==> config.mk <==
export PLATFORM = sky130hd
export DESIGN_NAME = legacy_address_decoder
export DESIGN_NICKNAME = d
export VERILOG_FILES = /design/src/rtl/legacy_decode_pkg.sv /design/src/rtl/legacy_address_decoder.sv
export SDC_FILE = /design/constraint.sdc
export NUM_CORES = 1
export LEC_CHECK = 0
export BUFFER_PORTS_ARGS = -buffer_cell sky130_fd_sc_hd__clkbuf_2
export CAP_MARGIN = 20
export CORE_MARGIN = 2
export CORE_UTILIZATION = 55
export DETAILED_ROUTE_END_ITERATION = 10
export PLACE_DENSITY = 0.85
export SLEW_MARGIN = 5
export SYNTH_ARGS = -nofsm -noshare
export SYNTH_HDL_FRONTEND = slang
export SYNTH_SLANG_ARGS = --single-unit
==> constraint.sdc <==
create_clock -name clk_i -period 4.4 [get_ports clk_i]
set_input_delay 1.1 -clock clk_i [delete_from_list [all_inputs] [get_ports clk_i]]
set_output_delay 1.1 -clock clk_i [all_outputs]
set_load 0.02 [all_outputs]
==> src/rtl/legacy_decode_pkg.sv <==
// Package: constants for the legacy address decoder
package legacy_decode_pkg;
   // ----------------------------------------------------------------------
   // Register map (word offsets are byte addresses)
   // ----------------------------------------------------------------------
   localparam logic [7:0]  SEG_ATTR_OFS       = 8'h00;
   localparam logic [7:0]  GFX_CTRL_OFS       = 8'h04;
   localparam logic [7:0]  DECODE_STATUS_OFS  = 8'h08;
   localparam logic [7:0]  LAST_ROUTE_OFS     = 8'h0C;
   // Control field positions in GFX_CTRL
   localparam int          PORT_ON_BIT        = 0;
   localparam int          MONO_FWD_BIT       = 1;
   localparam int          GMODE_LSB          = 2;
   localparam int          BRIDGE_CMD_MEM_BIT = 4;
   localparam int          BRIDGE_VGA_BIT     = 5;
   localparam int          GCMD_MEM_BIT       = 6;
   localparam int          VIDCTL_MONO_BIT    = 7;
   localparam int          MANAGEMENT_RAM_CONTROL_OPEN_BIT     = 8;
   localparam int          MANAGEMENT_RAM_CONTROL_EN_BIT       = 9;
   localparam logic [31:0] SEG_ATTR_RESET     = 32'h0000_0000;
   localparam logic [31:0] GFX_CTRL_RESET     = 32'h0000_0000;
   // ----------------------------------------------------------------------
   // Address ranges (bits 19:0 of a sub-1MB address)
   // ----------------------------------------------------------------------
   localparam logic [19:0] DOS_TOP            = 20'h9FFFF;
   localparam logic [19:0] VGA_BASE           = 20'hA0000;
   localparam logic [19:0] VGA_TOP            = 20'hBFFFF;
   localparam logic [19:0] MONO_BASE          = 20'hB0000;
   localparam logic [19:0] MONO_TOP           = 20'hB7FFF;
   localparam logic [19:0] SEG_BASE           = 20'hC0000;
   localparam logic [19:0] SYSBIOS_BASE       = 20'hF0000;
   localparam int          SEG_SHIFT          = 14;
   localparam int          NUM_SEGS           = 13;
   localparam int          ADDR_W             = 36;
   localparam int          IO_W               = 17;
   // Monochrome I/O ports
   localparam logic [16:0] MIO_0              = 17'h003B4;
   localparam logic [16:0] MIO_1              = 17'h003B5;
   localparam logic [16:0] MIO_2              = 17'h003B8;
   localparam logic [16:0] MIO_3              = 17'h003B9;
   localparam logic [16:0] MIO_4              = 17'h003BA;
   localparam logic [16:0] MIO_5              = 17'h003BF;
   // ----------------------------------------------------------------------
   // Types
   // ----------------------------------------------------------------------
   typedef enum logic [2:0] {
      TGT_NONE  = 3'h0,
      TGT_DRAM  = 3'h1,
      TGT_HUB   = 3'h3,
      TGT_GPORT = 3'h2,
      TGT_IGFX  = 3'h6,
      TGT_LOCAL = 3'h7
   } target_t;
   typedef enum logic [1:0] {
      SRC_HOST  = 2'h0,
      SRC_HUB   = 2'h1,
      SRC_GPORT = 2'h2
   } source_t;
   typedef enum logic [1:0] {
      ST_IDLE = 2'b00,
      ST_ACK  = 2'b01
   } bus_state_t;
endpackage : legacy_decode_pkg

==> src/rtl/legacy_address_decoder.sv <==
// Address decode and steering for host, hub and graphics port cycles
// What this block does
// - Claim host memory accesses above 4 GB locally, never forwarding them.
// - Above 4 GB drop write data and return zero read data.
// - Decode a 64 GB memory space and a 64 KB plus three I/O space.
// - Legacy ranges go to the hub, except video which may use internal graphics.
// - 000000h to 09FFFFh always goes to main DRAM.
// - Video window ignores segment attributes; port switch picks mode or bridge steering.
// - Video steering applies equally to host, hub and graphics port cycles.
// - Hub to graphics port video cycles allow memory writes only.
// - Graphics port video accesses targeting this device end in master abort.
// - Internal graphics mode: video window is management RAM per its controls.
// - Port system with mono forward set sends B0000h-B7FFFh to hub.
// - Mono forward also sends I/O 3B4,3B5,3B8,3B9,3BA,3BF to hub.
// - Internal graphics: mono forwarding uses mode, graphics command and video bits.
// - C0000h-DFFFFh is eight 16 KB segments with four access states.
// - DRAM behind a disabled segment is not relocated anywhere.
// - E0000h-EFFFFh is four 16 KB segments with read and write attributes.
// - F0000h-FFFFFh segment resets read and write disabled, going to hub.
// - Thirteen segments from C0000h have own read and write enables.
//
// Implementation choices: the address map and register access over Wishbone.
`timescale 1ns/1ps
`default_nettype none
module legacy_address_decoder
   import legacy_decode_pkg::*;
(
   // Clock and reset
   input  wire logic                             clk_i,
   input  wire logic                             rst_i,
   // Wishbone register slave
   input  wire logic                             wb_cyc_i,
   input  wire logic                             wb_stb_i,
   input  wire logic                             wb_we_i,
   input  wire logic [7:0]                       wb_adr_i,
   input  wire logic [3:0]                       wb_sel_i,
   input  wire logic [31:0]                      wb_dat_i,
   output logic      [31:0]                      wb_dat_o,
   output logic                                  wb_ack_o,
   // Cycle to decode
   input  wire logic                             req_valid_i,
   input  wire legacy_decode_pkg::source_t       req_src_i,
   input  wire logic                             req_io_i,
   input  wire logic                             req_write_i,
   input  wire logic                             req_smm_i,
   input  wire logic [legacy_decode_pkg::ADDR_W-1:0] req_addr_i,
   // Routing decision
   output logic                                  route_valid_o,
   output legacy_decode_pkg::target_t            route_target_o,
   output logic                                  route_zero_data_o,
   output logic                                  route_drop_write_o,
   output logic                                  route_master_abort_o
);
   // ----------------------------------------------------------------------
   // State
   // ----------------------------------------------------------------------
   typedef struct packed {
      bus_state_t  bus;
      logic [31:0] rdata;
      logic [25:0] seg_attr;
      logic [9:0]  gfx_ctrl;
      logic [15:0] hit_count;
      logic        route_valid;
      target_t     target;
      logic        zero_data;
      logic        drop_write;
      logic        master_abort;
   } state_t;

   state_t s_reg;
   state_t s_next;

   logic [19:0]          low_addr;
   logic                 above_4g;
   logic                 below_1m;
   logic [3:0]           seg_idx;
   logic                 seg_rd_en;
   logic                 seg_wr_en;
   logic                 port_on;
   logic                 mono_fwd;
   logic [1:0]           gmode;
   logic                 vga_to_gfx;
   logic                 mono_active;
   logic                 mono_io_hit;
   logic                 in_vga;
   logic                 in_mono;
   logic [12:0]          seg_rd_vec;
   logic [12:0]          seg_wr_vec;
   target_t              tgt;
   logic                 zero_d;
   logic                 drop_w;
   logic                 mabort;
   logic [IO_W-1:0]      io_addr;

   // ----------------------------------------------------------------------
   // Per-segment attributes: two bits each, bit0 read, bit1 write
   // ----------------------------------------------------------------------
   genvar g;
   generate
      for (g = 0; g < NUM_SEGS; g++) begin : g_seg
         assign seg_rd_vec[g] = s_reg.seg_attr[2*g];
         assign seg_wr_vec[g] = s_reg.seg_attr[2*g+1];
      end
   endgenerate

   assign low_addr = req_addr_i[19:0];
   assign io_addr  = req_addr_i[IO_W-1:0];
   assign above_4g = |req_addr_i[ADDR_W-1:32];
   assign below_1m = ~|req_addr_i[31:20];
   assign port_on  = s_reg.gfx_ctrl[PORT_ON_BIT];
   assign mono_fwd = s_reg.gfx_ctrl[MONO_FWD_BIT];
   assign gmode    = s_reg.gfx_ctrl[GMODE_LSB +: 2];
   assign in_vga   = below_1m && low_addr >= VGA_BASE && low_addr <= VGA_TOP;
   assign in_mono  = below_1m && low_addr >= MONO_BASE && low_addr <= MONO_TOP;

   // Segment index: 0..7 expansion, 8..11 extended BIOS, 12 system BIOS
   always_comb begin
      if (low_addr >= SYSBIOS_BASE) begin
         seg_idx = 4'hC;
      end else begin
         seg_idx = {1'b0, 3'(low_addr[19:SEG_SHIFT] - SEG_BASE[19:SEG_SHIFT])};
         if (low_addr[19:SEG_SHIFT] >= 6'h38) begin
            seg_idx = 4'(low_addr[19:SEG_SHIFT] - SEG_BASE[19:SEG_SHIFT]);
         end
      end
   end
   assign seg_rd_en = seg_rd_vec[seg_idx];
   assign seg_wr_en = seg_wr_vec[seg_idx];

   // Video steering: port on uses bridge command and control, else mode select
   assign vga_to_gfx = port_on ?
      (s_reg.gfx_ctrl[BRIDGE_CMD_MEM_BIT] && s_reg.gfx_ctrl[BRIDGE_VGA_BIT]) :
      (gmode != 2'b00);
   // Mono forwarding: port system uses its enable; internal graphics needs all three
   assign mono_active = port_on ? mono_fwd :
      (mono_fwd && gmode != 2'b00 && s_reg.gfx_ctrl[GCMD_MEM_BIT]
       && s_reg.gfx_ctrl[VIDCTL_MONO_BIT]);
   assign mono_io_hit = io_addr == MIO_0 || io_addr == MIO_1 || io_addr == MIO_2
      || io_addr == MIO_3 || io_addr == MIO_4 || io_addr == MIO_5;

   // ----------------------------------------------------------------------
   // Decode
   // ----------------------------------------------------------------------
   always_comb begin
      tgt    = TGT_HUB;
      zero_d = 1'b0;
      drop_w = 1'b0;
      mabort = 1'b0;
      if (req_io_i) begin
         tgt = (mono_active && mono_io_hit) ? TGT_HUB : (port_on ? TGT_GPORT : TGT_HUB);
         if (!port_on && !(mono_active && mono_io_hit) && gmode != 2'b00) begin
            tgt = TGT_IGFX;
         end
      end else if (above_4g) begin
         tgt    = TGT_LOCAL;
         zero_d = ~req_write_i;
         drop_w = req_write_i;
      end else if (!below_1m) begin
         tgt = TGT_HUB;
      end else if (low_addr <= DOS_TOP) begin
         tgt = TGT_DRAM;
      end else if (in_vga) begin
         // Same steering decision for every source; management RAM (host only) and aborts then depend on the source
         if (in_mono && mono_active) begin
            tgt = TGT_HUB;
         end else if (vga_to_gfx) begin
            tgt = port_on ? TGT_GPORT : TGT_IGFX;
         end else begin
            tgt = TGT_HUB;
         end
         if (!port_on && gmode != 2'b00 && s_reg.gfx_ctrl[MANAGEMENT_RAM_CONTROL_EN_BIT]
             && (req_smm_i || s_reg.gfx_ctrl[MANAGEMENT_RAM_CONTROL_OPEN_BIT]) && req_src_i == SRC_HOST) begin
            tgt = TGT_DRAM;
         end
         if (req_src_i == SRC_HUB && tgt == TGT_GPORT && !req_write_i) begin
            tgt    = TGT_NONE;
            mabort = 1'b1;
         end
         if (req_src_i == SRC_GPORT && tgt != TGT_HUB) begin
            tgt    = TGT_NONE;
            mabort = 1'b1;
         end
      end else begin
         // No remap of disabled segments: they simply go to the hub
         if (req_write_i) begin
            tgt = seg_wr_en ? TGT_DRAM : TGT_HUB;
         end else begin
            tgt = seg_rd_en ? TGT_DRAM : TGT_HUB;
         end
      end
   end

   // ----------------------------------------------------------------------
   // Next state and register access
   // ----------------------------------------------------------------------
   always_comb begin
      s_next              = s_reg;
      s_next.route_valid  = req_valid_i;
      // Target holds between requests so the last route stays readable
      s_next.target       = req_valid_i ? tgt : s_reg.target;
      s_next.zero_data    = req_valid_i && zero_d;
      s_next.drop_write   = req_valid_i && drop_w;
      s_next.master_abort = req_valid_i && mabort;
      if (req_valid_i && tgt == TGT_LOCAL) begin
         s_next.hit_count = s_reg.hit_count + 16'h0001;
      end
      unique case (s_reg.bus)
         ST_IDLE: begin
            if (wb_cyc_i && wb_stb_i) begin
               s_next.bus   = ST_ACK;
               s_next.rdata = 32'h0000_0000;
               if (wb_we_i) begin
                  if (wb_adr_i == SEG_ATTR_OFS) begin
                     for (int b = 0; b < 4; b++) begin
                        if (wb_sel_i[b]) begin
                           s_next.seg_attr = 26'(({6'h00, s_next.seg_attr}
                              & ~(32'h0000_00FF << (8 * b))) | (wb_dat_i & (32'h0000_00FF << (8 * b))));
                        end
                     end
                  end else if (wb_adr_i == GFX_CTRL_OFS) begin
                     if (wb_sel_i[0]) begin
                        s_next.gfx_ctrl[7:0] = wb_dat_i[7:0];
                     end
                     if (wb_sel_i[1]) begin
                        s_next.gfx_ctrl[9:8] = wb_dat_i[9:8];
                     end
                  end
               end else begin
                  unique case (wb_adr_i)
                     SEG_ATTR_OFS:      s_next.rdata = {6'h00, s_reg.seg_attr};
                     GFX_CTRL_OFS:      s_next.rdata = {22'h000000, s_reg.gfx_ctrl};
                     DECODE_STATUS_OFS: s_next.rdata = {16'h0000, s_reg.hit_count};
                     LAST_ROUTE_OFS:    s_next.rdata = {26'h0000000, s_reg.master_abort,
                                           s_reg.drop_write, s_reg.zero_data, s_reg.target};
                     default:           s_next.rdata = 32'h0000_0000;
                  endcase
               end
            end
         end
         ST_ACK: begin
            s_next.bus = ST_IDLE;
         end
         default: begin
            s_next.bus = ST_IDLE;
         end
      endcase
   end

   always_ff @(posedge clk_i) begin
      if (rst_i) begin
         s_reg.bus          <= ST_IDLE;
         s_reg.rdata        <= 32'h0000_0000;
         s_reg.seg_attr     <= SEG_ATTR_RESET[25:0];
         s_reg.gfx_ctrl     <= GFX_CTRL_RESET[9:0];
         s_reg.hit_count    <= 16'h0000;
         s_reg.route_valid  <= 1'b0;
         s_reg.target       <= TGT_NONE;
         s_reg.zero_data    <= 1'b0;
         s_reg.drop_write   <= 1'b0;
         s_reg.master_abort <= 1'b0;
      end else begin
         s_reg <= s_next;
      end
   end

   assign wb_ack_o             = s_reg.bus == ST_ACK;
   assign wb_dat_o             = s_reg.rdata;
   assign route_valid_o        = s_reg.route_valid;
   assign route_target_o       = s_reg.target;
   assign route_zero_data_o    = s_reg.zero_data;
   assign route_drop_write_o   = s_reg.drop_write;
   assign route_master_abort_o = s_reg.master_abort;
endmodule : legacy_address_decoder
`default_nettype wire

## Yosys cells after proc, flatten, opt, wreduce, memory -nomap -nowiden

Index checks and enable logic that the tools add are counted.

- Reductions and logical operators: 45
- Equal/unequal tests: 14
- Bitwise logic cells: 7
- Add/subtract/negate cells: 2
- Muxes and demuxes: 64
- Order comparisons: 8

Operators with widths:

| operator | count |
|---|---|
| 2-to-1 mux 26 bit | 16 |
| case mux 26 bit (4 select lines) | 1 |
| equality test 17 x 10 -> 1 bit, second input constant | 6 |
| 2-to-1 mux 3 bit | 22 |
| >= comparator 20 bit, second input constant | 3 |
| less-or-equal comparator 20 bit, second input constant | 3 |
| 2-to-1 mux 32 bit | 1 |
| OR 24 x 26 -> 26 bit | 1 |
| OR 26 x 16 -> 26 bit | 1 |
| OR 26 x 24 -> 26 bit | 1 |
| OR 26 x 8 -> 26 bit | 1 |
| logical AND 1 bit | 24 |
| 2-to-1 mux 1 bit | 17 |
| adder 16 x 1 -> 16 bit, second input constant | 1 |
| equality test 8 x 4 -> 1 bit, second input constant | 2 |
| AND reduction 6 bit | 2 |
| OR reduction 12 bit | 1 |
| binary-select mux 1 bit (select 4 bit) | 2 |
| equality test 8 x 3 -> 1 bit, second input constant | 1 |
| logical NOT 8 bit | 1 |
| 2-to-1 mux 4 bit | 2 |
| >= comparator 6 bit, second input constant | 1 |
| logical OR 1 bit | 6 |
| 2-to-1 mux 2 bit | 3 |
| 15 further kinds | 21 |

- Register bits: 92

## Logic depth before layout (Yosys ltp)

Gate-level depths: netlist of the first run.

- Word-level depth: 32
- Gate-level depth with buffers: 7
- Mapped depth without buffers: 6

## Worst setup path before layout of the first run

No wires, ideal clock.

- Path type: input -> register
- From: in req_addr_i[15] (netlist name)
- To: reg s_reg[17] (netlist name)
- Cell stages on the path: 7
- Required time: 4330 ps
- Setup slack: 1489 ps
- Path buffers: 1
- Library setup time: 70 ps
- Arrival: 2841 ps
- Cell sequence: buf_6 -> or4_4 -> nor4_4 -> and3_1 -> o22ai_2 -> or4_1 -> a21oi_1

- Longest elaborated chain between the ends: 30

Ends and longest elaborated chain:

| item | line | source |
|---|---|---|
| from (decl) | legacy_address_decoder.sv:46 | `input wire logic [legacy_decode_pkg::ADDR_W-1:0] req_addr_i,` |
| >= comparator 20 bit | legacy_address_decoder.sv:114 | `assign in_mono = below_1m && low_addr >= MONO_BASE && low_addr <= MONO_TOP;` |
| logical AND 1 bit (2 in series) | legacy_address_decoder.sv:114 |  |
| logical AND 1 bit | legacy_address_decoder.sv:164 | `if (in_mono && mono_active) begin` |
| 2-to-1 mux 3 bit | legacy_address_decoder.sv:164 |  |
| 2-to-1 mux 3 bit | legacy_address_decoder.sv:171 | `if (!port_on && gmode != 2'b00 && s_reg.gfx_ctrl[MANAGEMENT_RAM_CONTROL_EN_BIT]` |
| 2-to-1 mux 3 bit | legacy_address_decoder.sv:162 | `end else if (in_vga) begin` |
| 2-to-1 mux 3 bit | legacy_address_decoder.sv:160 | `end else if (low_addr <= DOS_TOP) begin` |
| 2-to-1 mux 3 bit | legacy_address_decoder.sv:158 | `end else if (!below_1m) begin` |
| (+13 left out) | -- |  |
| 2-to-1 mux 3 bit | legacy_address_decoder.sv:179 | `if (req_src_i == SRC_GPORT && tgt != TGT_HUB) begin` |
| 2-to-1 mux 3 bit | legacy_address_decoder.sv:162 |  |
| 2-to-1 mux 3 bit | legacy_address_decoder.sv:160 |  |
| 2-to-1 mux 3 bit | legacy_address_decoder.sv:158 |  |
| 2-to-1 mux 3 bit | legacy_address_decoder.sv:154 | `end else if (above_4g) begin` |
| 2-to-1 mux 3 bit * | legacy_address_decoder.sv:149 | `if (req_io_i) begin` |
| equality test 3 bit * | legacy_address_decoder.sv:204 | `if (req_valid_i && tgt == TGT_LOCAL) begin` |
| logical AND 1 bit * | legacy_address_decoder.sv:204 |  |
| to (signal assigned) | legacy_address_decoder.sv:262 | `s_reg <= s_next;` |
| to (decl) | legacy_address_decoder.sv:70 | `state_t s_reg;` |

Every way passes the cells marked *; elsewhere a longest branch is shown, timed or not. The select of a mux whose other input is x is not followed.
A chain may end at the register's enable or synchronous reset.

## Worst setup path in the final report of the first run

Ends and elaborated chain as after synthesis.

==> impl_results.md, run 1 <==
- Clock Path Buffers: 2
- Resized cells post-CTS: 0
- GP Congestion: 0.850
- Via count: 3908
- Final Max Slew Viols: 0
- Final Worst Setup Slack: 1530 ps
- First-pass GRT wire length: 17900 um
- FF+latch count, synth: 86
- Maxcap violations: 0
- Hold slack final: 457 ps
- CP max stage delay: 550 ps
- Pre-CTS setup slack: 1160 ps
- RSZ-0062 raised after global routing: false
- Non-filler cells in the finished layout: 684
- Cells after Synth: 494
- Core area: 7610 sq um
- Total power: 0.00143 W
- WP buf/inv: 1
- ANT cells: 0
- Port Buf Inserts: 118
- Die Footprint: 8480 sq um
- CTS clock-pin slew for the worst setup and hold paths: 90 ps
- Post-CTS Setup Inserts: 0
- Routed WL: 10800 um
- Die Ht: 92.1 um
- Clk Latency, worst-skew pair: 360 ps
- Row count: 32
- Post-synth cell types: 55
- Mapped Area: 4270 sq um
- Period utilization: 65.3%
- Worst EP required: 4690 ps
- Worst slew margin: 42.9%
- Drt drc: 0
- WP data arrival: 3160 ps
- DIE WIDTH: 92.1 um
- Fin crit period: 2870 ps
- Actual slew at the worst max-slew pin: 856 ps
- Leak Pwr: 2.09 nW
- Ys async rst share: 0%
- Setup TNS: 0 ps
- Vias in the first global route: 3828
- GRT Util Overall: 26.6%
- Worst Setup Start Kind: primary input
- Max FFs per register: 49
- Share of cells above drive strength 1: 27.1%
- Post-route antenna net violation count: 0
- Clk sinks: 86
- DRT Pass-1 Iters: 6
- Pwr dens: 294 nW/um^2
- Seq/Total Area, Yosys: 40.3%
- IO Pins: 131
- DP HPWL: 8090 um
- Post-synth EDFFs: 0
- DR iter-0 viols: 260
- Cells after DPL: 667
- Initial core utilization: 56.1%
- Worst path cell trace: clkbuf_2 -> or4_4 -> nor4_4 -> and3_1 -> o22ai_2 -> or4_1 -> a21oi_1
- H-tree levels: 3
- Status: complete, no violations
- Post-CTS Hold Fix Bufs: 0
- Hold Violations, Final: 0
- Clk_skew: 6.94 ps
- Num CTS Buffers: 9
- Syn Area/Cell: 8.64 sq um
- Clk root buf: clkbuf_8
- Initial antenna violation count: 0
- Largest fanout on the critical path: 10
- Final count of negative-setup-slack endpoints: 0
- Fin nets: 669
- Synth warn: 0
- Worst hold path class: flop to flop
- Crit Path Class: primary input to flop
- CTS tree: done
- Avg WL per Cell: 15.7 um
- Grt total ovfl: 0
- Peak Freq: 348 MHz
- Largest net degree at the start of global routing: 45
- Post-synth top flop: dfxtp_1
- Layout area overhead: 14.2%
- Worst path slowest cell: or4_4
- Critical Path Sink Type: flop
- Peak supply drop: 0.251 mV
- Via density: 5.71
- Worst path top cell family by delay: simple AND/OR/NAND/NOR gates
-- stage by stage --
stage | utilization [%] | area, sq um
after floorplan | - | 4290
after global placement | 61.6 | 4690
after detailed placement | 61.6 | 4690
after CTS | 64.0 | 4870
after global routing | 64.1 | 4870
final | 64.1 | 4870
-- cell usage in the layout (no fill, tap or decap), types with 9 or more instances in the layout --
cell	n
a21oi_1	46
a22oi_1	16
clkbuf_2	118
clkbuf_8	9
dfxtp_1	86
mux2i_1	18
nand2_1	83
nand3_1	19
nand4_1	10
nor2_1	52
o21ai_0	10
xor2_1	11
-- synth_stat cells (10+ instances only) --
cell type | n | share of area (%)
buf_4 | 35 | 6.2
nor2_1 | 52 | 4.6
nand3_1 | 19 | 2.2
clkbuf_1 | 18 | 1.6
dfxtp_1 | 86 | 40
xor2_1 | 11 | 2.3
mux2i_1 | 18 | 4.2
o21ai_0 | 10 | 1.2
a21oi_1 | 46 | 5.4
a22oi_1 | 16 | 2.8
nand4_1 | 10 | 1.5
nand2_1 | 83 | 7.3
-- cell families after synthesis --
kind of cell	Yosys count	synth area share, %
xor+xnor	13	2.67
other cells	1	0.0878
mux	34	11.4
flops	86	40.3
buf+inv	61	8.65
simple gates	205	23.2
compound gates	93	13.4
fa+ha+maj	1	0.293
-- power breakdown --
part           switching (W)  total [W]  internal, W
registers         0.00000445   0.000787     0.000782
clock network       0.000307   0.000520     0.000213
logic              0.0000740   0.000125    0.0000507
-- area by class of cell --
| class | count | area (sq um) |
|---|---|---|
| well taps | 102 | 128 |
| multi-input cells | 352 | 2200 |
| inverters | 5 | 18.8 |
| clock buffers | 9 | 124 |
| fillers | 652 | 2730 |
| clock inverters | 7 | 56.3 |
| repair buffers | 123 | 628 |
| flip-flops and latches | 86 | 1720 |
-- path summary, 6_finish.rpt --
path                                startpoint           to  slack, ps  cells after the start
worst min-delay path               wb_dat_o[5]  wb_dat_o[5]        460                      2
worst max register to register       s_reg[91]    s_reg[39]       2040                      6
worst max-delay path            req_addr_i[15]    s_reg[17]       1530                      7
worst min register to register     wb_dat_o[5]  wb_dat_o[5]        460                      2
-- worst register-to-register path, cell delays in order (launching register included) --
cell and delay (ps):
dfxtp_1 320, and3b_1 470, nand3_1 210, nor3b_2 620, and2_1 390, nand2_1 90
a21oi_1 170
-- layer usage --
layer	share of wire, %	GRT usage (%)
met5	0	0
met4	2.5	11.6
met3	7.1	6.00
met2	51	45.4
met1	39	32.2
Note: power is estimated with default switching activity, not from simulation.
==> run 2: changes to the inputs <==
--- a/config.mk
+++ b/config.mk
@@ -5,12 +5,13 @@
 export SDC_FILE = /design/constraint.sdc
 export NUM_CORES = 1
 export LEC_CHECK = 0
+export ABC_AREA = 1
 export BUFFER_PORTS_ARGS = -buffer_cell sky130_fd_sc_hd__clkbuf_2
 export CAP_MARGIN = 20
 export CORE_MARGIN = 2
-export CORE_UTILIZATION = 55
+export CORE_UTILIZATION = 53
 export DETAILED_ROUTE_END_ITERATION = 10
-export PLACE_DENSITY = 0.85
+export PLACE_DENSITY = 0.8
 export SLEW_MARGIN = 5
 export SYNTH_ARGS = -nofsm -noshare
 export SYNTH_HDL_FRONTEND = slang
==> constraint.sdc (replaced) <==
create_clock -name clk_i -period 2.86 [get_ports clk_i]
set_input_delay 0.715 -clock clk_i [delete_from_list [all_inputs] [get_ports clk_i]]
set_output_delay 0.715 -clock clk_i [all_outputs]
set_load 0.02 [all_outputs]
==> impl_results.md, run 2 <==
- Clock Path Buffers: 2
- Row count: 35
- Worst path slowest cell: nor2_2
- Status: complete, no violations
- Hold Violations, Final: 0
- Port Buf Inserts: 118
- Synth top area cells: dfxtp_1 35%, nand2_1 11%, inv_1 6.7%, a21oi_1 6.2%, buf_4 6.0%
- Avg WL per Cell: 14.0 um
- H-tree levels: 3
- Via count: 4777
- Maxcap violations: 0
- Share of cells above drive strength 1: 25.5%
- CP max stage delay: 370 ps
- Cells after Synth: 694
- GP Congestion: 0.964
- Initial antenna violation count: 0
- Clk root buf: clkbuf_8
- Clk Latency, worst-skew pair: 390 ps
- Drt drc: 0
- Post-CTS Hold Fix Bufs: 0
- Clk_skew: 10.0 ps
- Fin nets: 867
- Total power: 0.00231 W
- Hold Crit Start: wb_dat_o[0]
- Commonest non-fill, non-tap cell in the layout: nand2_1
- Worst path cell trace: clkbuf_2 -> inv_1 -> nor2_2 -> nor2_1 -> nor2_1 -> nor2_1 -> o21ai_0 -> nand2_1 -> nand3_1 -> nand2_1 -> nand3_1 -> nand2_1 -> inv_1
- First-pass GRT wire length: 20600 um
- Die Footprint: 10000 sq um
- Post-synth EDFFs: 0
- Reg2reg start: s_reg[29]
- Layout Utilization: 60.2%
- DRT Pass-1 Iters: 5
- WP data arrival: 2480 ps
- Max FFs per register: 49
- Actual slew at the worst max-slew pin: 784 ps
- Met1 Usage GRT: 33.6%
- Post-synth top area cell: dfxtp_1
- Resized cells post-CTS: 0
- Worst R2R Setup Slack: 1020 ps
- Synth warn: 0
- Worst hold path class: flop to flop
- ANT cells: 0
- Top-area cell type share of the netlist area: 35.1%
- RSZ-0062 raised after global routing: false
- GRT Util Overall: 25.8%
- Cell with the most instances after synthesis: nand2_1
- Worst Setup Start Kind: primary input
- Initial core utilization: 53.9%
- Fin crit period: 2150 ps
- DP HPWL: 9620 um
- Final count of negative-setup-slack endpoints: 0
- Final Max Slew Viols: 0
- Post-route antenna net violation count: 0
- Clk sinks: 86
- Die Ht: 100 um
- Crit Path Class: primary input to flop
- Core area: 9110 sq um
- Met3 Use GR: 5.43%
- Peak supply drop: 0.240 mV
- Pre-CTS setup slack: 420 ps
- Peak Freq: 465 MHz
- Largest net degree at the start of global routing: 54
- Post-CTS Setup Inserts: 0
- Most frequent cells in the layout: 143 x nand2_1, 118 x clkbuf_2, 87 x inv_1
- Syn Area/Cell: 7.07 sq um
- Critical path origin: req_addr_i[14]
- Gr busiest metal: met2
- Routed WL: 12500 um
- CTS tree: done
- Num CTS Buffers: 9
- Cells after DPL: 875
- Layout area overhead: 11.8%
- Via density: 5.36
- CTS clock-pin slew for the worst setup and hold paths: 90 ps
- Mapped Area: 4910 sq um
- IO Pins: 131
- Largest fanout on the critical path: 10
- FF+latch count, synth: 86
- Pwr dens: 421 nW/um^2
- Non-filler cells in the finished layout: 891
- Seq/Total Area, Yosys: 35.1%
- Worst slew margin: 47.7%
- Post-synth top flop: dfxtp_1
- Critical Path Sink Type: flop
- Final Worst Setup Slack: 709 ps
- Setup TNS: 0 ps
- DIE WIDTH: 100 um
- Met2 Usage GRT: 42.3%
- DR iter-0 viols: 307
- Period utilization: 75.2%
- Most frequent cells after synthesis: 143 x nand2_1, 87 x inv_1, 86 x dfxtp_1
- Worst EP required: 3190 ps
- Ys async rst share: 0%
- Leak Pwr: 2.39 nW
- Vias in the first global route: 4370
- Post-synth cell types: 41
- Grt total ovfl: 0
run 2: cell types whose count changed after synthesis, sizes merged, moves of 16 or more:
cell	change
nand2	+80
nand3	+16
inv	+91
o21ai	+36
a21oi	+26
mux2i	-18
a22oi	-16
run 2: routing by layer:
layer	wire length, um	up-vias	share of wire [%]
li1	-	2364	-
met1	5310	2157	42
met2	5990	232	48
met3	936	24	7.5
met4	275	0	2.2
met5	0	-	0
run 2: kinds of logic (layout without fill, tap and decap cells):
group | count (synthesis) | count (layout) | synth area share [%]
and+or+nand+nor | 295 | 295 | 30.0
buffers and inverters | 153 | 234 | 15.4
AOI/OAI and AO/OA | 144 | 144 | 16.8
DFF | 86 | 86 | 35.1
xor gates and xnor gates | 14 | 14 | 2.50
adders and majority gates | 1 | 1 | 0.255
other | 1 | 6 | 0.0764
run 2: per-stage QoR:
| step | area (sq um) | hold WS [ps] |
|---|---|---|
| 6_report | 5490 | 472 |
| 5_1_grt | 5490 | 493 |
| 4_1_cts | 5490 | 475 |
| 3_5_place_dp | 5290 | 458 |
| 3_3_place_gp | 5290 | 454 |
| 2_1_floorplan | 4930 | 440 |
run 2: final timing paths:
path,depth (start not counted),to
worst max-delay path,13,route_target_o[1]
worst min register to register,2,wb_dat_o[0]
worst max register to register,12,s_reg[8]
worst min-delay path,2,wb_dat_o[0]
run 2: area by class of cell:
cell class	count	area, sq um
inverter	96	360
multi-input combinational	460	2450
timing repair buffer	122	621
clock inverter	7	71.3
tap	111	139
fill	827	3620
sequential	86	1720
clock buffer	9	124
run 2: power by group:
group,switching (W),leakage [nW],internal (W)
sequential,0.00000559,0.694,0.00120
clock,0.000523,0.102,0.000347
combinational,0.000152,1.59,0.0000808
run 2: worst max-delay path: cells and delay by family:
kind / cells / cell delay, ps
AO/OA/AOI/OAI: 1 / 310
buffers and inverters: 3 / 390
AND/OR/NAND/NOR: 9 / 1070
==> run 3: changes to the inputs <==
--- a/config.mk
+++ b/config.mk
@@ -5,13 +5,13 @@
 export SDC_FILE = /design/constraint.sdc
 export NUM_CORES = 1
 export LEC_CHECK = 0
-export ABC_AREA = 1
+export ABC_AREA = 0
 export BUFFER_PORTS_ARGS = -buffer_cell sky130_fd_sc_hd__clkbuf_2
 export CAP_MARGIN = 20
 export CORE_MARGIN = 2
-export CORE_UTILIZATION = 53
+export CORE_UTILIZATION = 47
 export DETAILED_ROUTE_END_ITERATION = 10
-export PLACE_DENSITY = 0.8
+export PLACE_DENSITY = 0.77
 export SLEW_MARGIN = 5
 export SYNTH_ARGS = -nofsm -noshare
 export SYNTH_HDL_FRONTEND = slang
==> constraint.sdc (replaced) <==
create_clock -name clk_i -period 1.8 [get_ports clk_i]
set_input_delay 0.45 -clock clk_i [delete_from_list [all_inputs] [get_ports clk_i]]
set_output_delay 0.45 -clock clk_i [all_outputs]
set_load 0.02 [all_outputs]
==> impl_results.md, run 3 (synthesis gave the netlist of run 1 again) <==
- RSZ-0062 raised after global routing: true
- Avg WL per Cell: 15.9 um
- H-tree levels: 3
- Clk_skew: 11.5 ps
- Via density: 5.50
- Post-route antenna net violation count: 0
- Initial core utilization: 48.7%
- Worst hold path class: primary input to flop
- Placed standard-cell area: 5120 sq um
- Commonest non-fill, non-tap cell in the layout: clkbuf_2
- Clk sinks: 86
- Die Footprint: 9860 sq um
- Clock Path Buffers: 2
- Fin area: 5510 sq um
- Worst EP required: 2090 ps
- DIE WIDTH: 99.3 um
- Most frequent cells in the layout: 114 x clkbuf_2, 85 x dfxtp_1, 82 x nand2_1
- Post-CTS Hold Fix Bufs: 0
- Layout Utilization: 62.9%
- Failing checks: negative setup slack
- Net Sw Power: 0.000945 W
- Via count: 4083
- Clock power share: 39.8%
- Max FFs per register: 49
- CTS tree: done
- Clk Latency, worst-skew pair: 360 ps
- Routed WL: 11800 um
- DR iter-0 viols: 264
- Area occupied by multi-input gates: 2350 sq um
- DP HPWL: 9020 um
- ANT cells: 0
- Grt total ovfl: 0
- Drt drc: 0
- Share of cells above drive strength 1: 37.0%
- Period utilization: 110%
- Clk root buf: clkbuf_8
- Final count of negative-setup-slack endpoints: 4
- Num CTS Buffers: 9
- CTS clock-pin slew for the worst setup and hold paths: 90 ps
- Leak Pwr: 2.40 nW
- Total power: 0.00381 W
- Fin nets: 722
- Seq pwr share: 50.4%
- GP Congestion: 0.882
- Gate power share: 9.7%
- IO Pins: 131
- Hold Violations, Final: 0
- Largest fanout on the critical path: 4
- WP data arrival: 2270 ps
- Internal power: 0.00287 W
- GRT Util Overall: 24.4%
- Pre-CTS setup slack: -563 ps
- Peak supply drop: 0.428 mV
- Layout area overhead: 29.0%
- Status: finished, violations left
- Hold slack final: 309 ps
- Fin crit period: 1970 ps
- Maxcap violations: 0
- Crit Path Class: flop to flop
- Largest net degree at the start of global routing: 29
- Core area: 8760 sq um
- Final Worst Setup Slack: -172 ps
- Critical Path Sink Type: flop
- Sw frac: 24.8%
- DRT Pass-1 Iters: 4
- Register area: 1720 sq um
- Final Max Slew Viols: 0
- Die Ht: 99.3 um
- Row count: 34
- First-pass GRT wire length: 19200 um
- # fillers: 743
- Peak Freq: 507 MHz
- Vias in the first global route: 4014
- Pwr dens: 692 nW/um^2
- Initial antenna violation count: 0
- Worst Setup Start Kind: flop
- Port Buf Inserts: 118
run 3: metrics by stage:
stage	cells	TNS [ps]
after CTS	742	-325
after global placement	726	-9020
final	743	-566
after global routing	743	-862
after floorplan	499	-830
after detailed placement	726	-11380
run 3: what timing repair did:
| item | CTS | global route |
|---|---|---|
| resized for setup | 5 | 35 |
| hold endpoints to repair | 0 | 0 |
| setup buffers | 0 | 1 |
| pin swaps | 1 | 8 |
| setup endpoints to repair | 4 | 28 |
run 3: metal layers:
layer / GRT usage, % / wire length (um) / vias to the layer above
li1: - / - / 1980
met1: 30.9 / 4950 / 1932
met2: 42.0 / 5840 / 143
met3: 3.37 / 674 / 28
met4: 9.59 / 329 / 0
met5: 0 / 0 / -
run 3: final timing paths:
path,end,cells after the start,slack [ps],start
worst max-delay path,s_reg[19],7,-170,gmode[0]
worst min-delay path,s_reg[51],3,310,wb_dat_i[18]
worst max register to register,s_reg[19],7,-170,gmode[0]
worst min register to register,wb_dat_o[4],2,460,wb_dat_o[4]
run 3: power by group through the flow:
stage / sequential (W) / combinational [W] / clock, W
6_report: 0.00192 / 0.000370 / 0.00152
5_1_grt: 0.00193 / 0.000400 / 0.00162
4_1_cts: 0.00192 / 0.000349 / 0.00152
3_5_place_dp: 0.00197 / 0.000345 / 0
3_3_place_gp: 0.00197 / 0.000336 / 0
2_1_floorplan: 0.00197 / 0.000174 / 0
run 3: layout make-up:
class | count | share of cell area [%]
clock buffers | 10 | 2.32
inverters | 5 | 0.341
well taps | 108 | 2.45
clock inverters | 6 | 1.70
repair buffers | 176 | 19.2
multi-input cells | 352 | 42.7
flip-flops and latches | 86 | 31.3
run 3: worst max-delay path, cell delays in order, from the launching register on:
cell,delay [ps]
dfxtp_2,330
o211a_1,260
o2111a_2,290
o21ai_2,130
buf_6,120
nand4_1,120
or4_1,520
a21oi_2,130
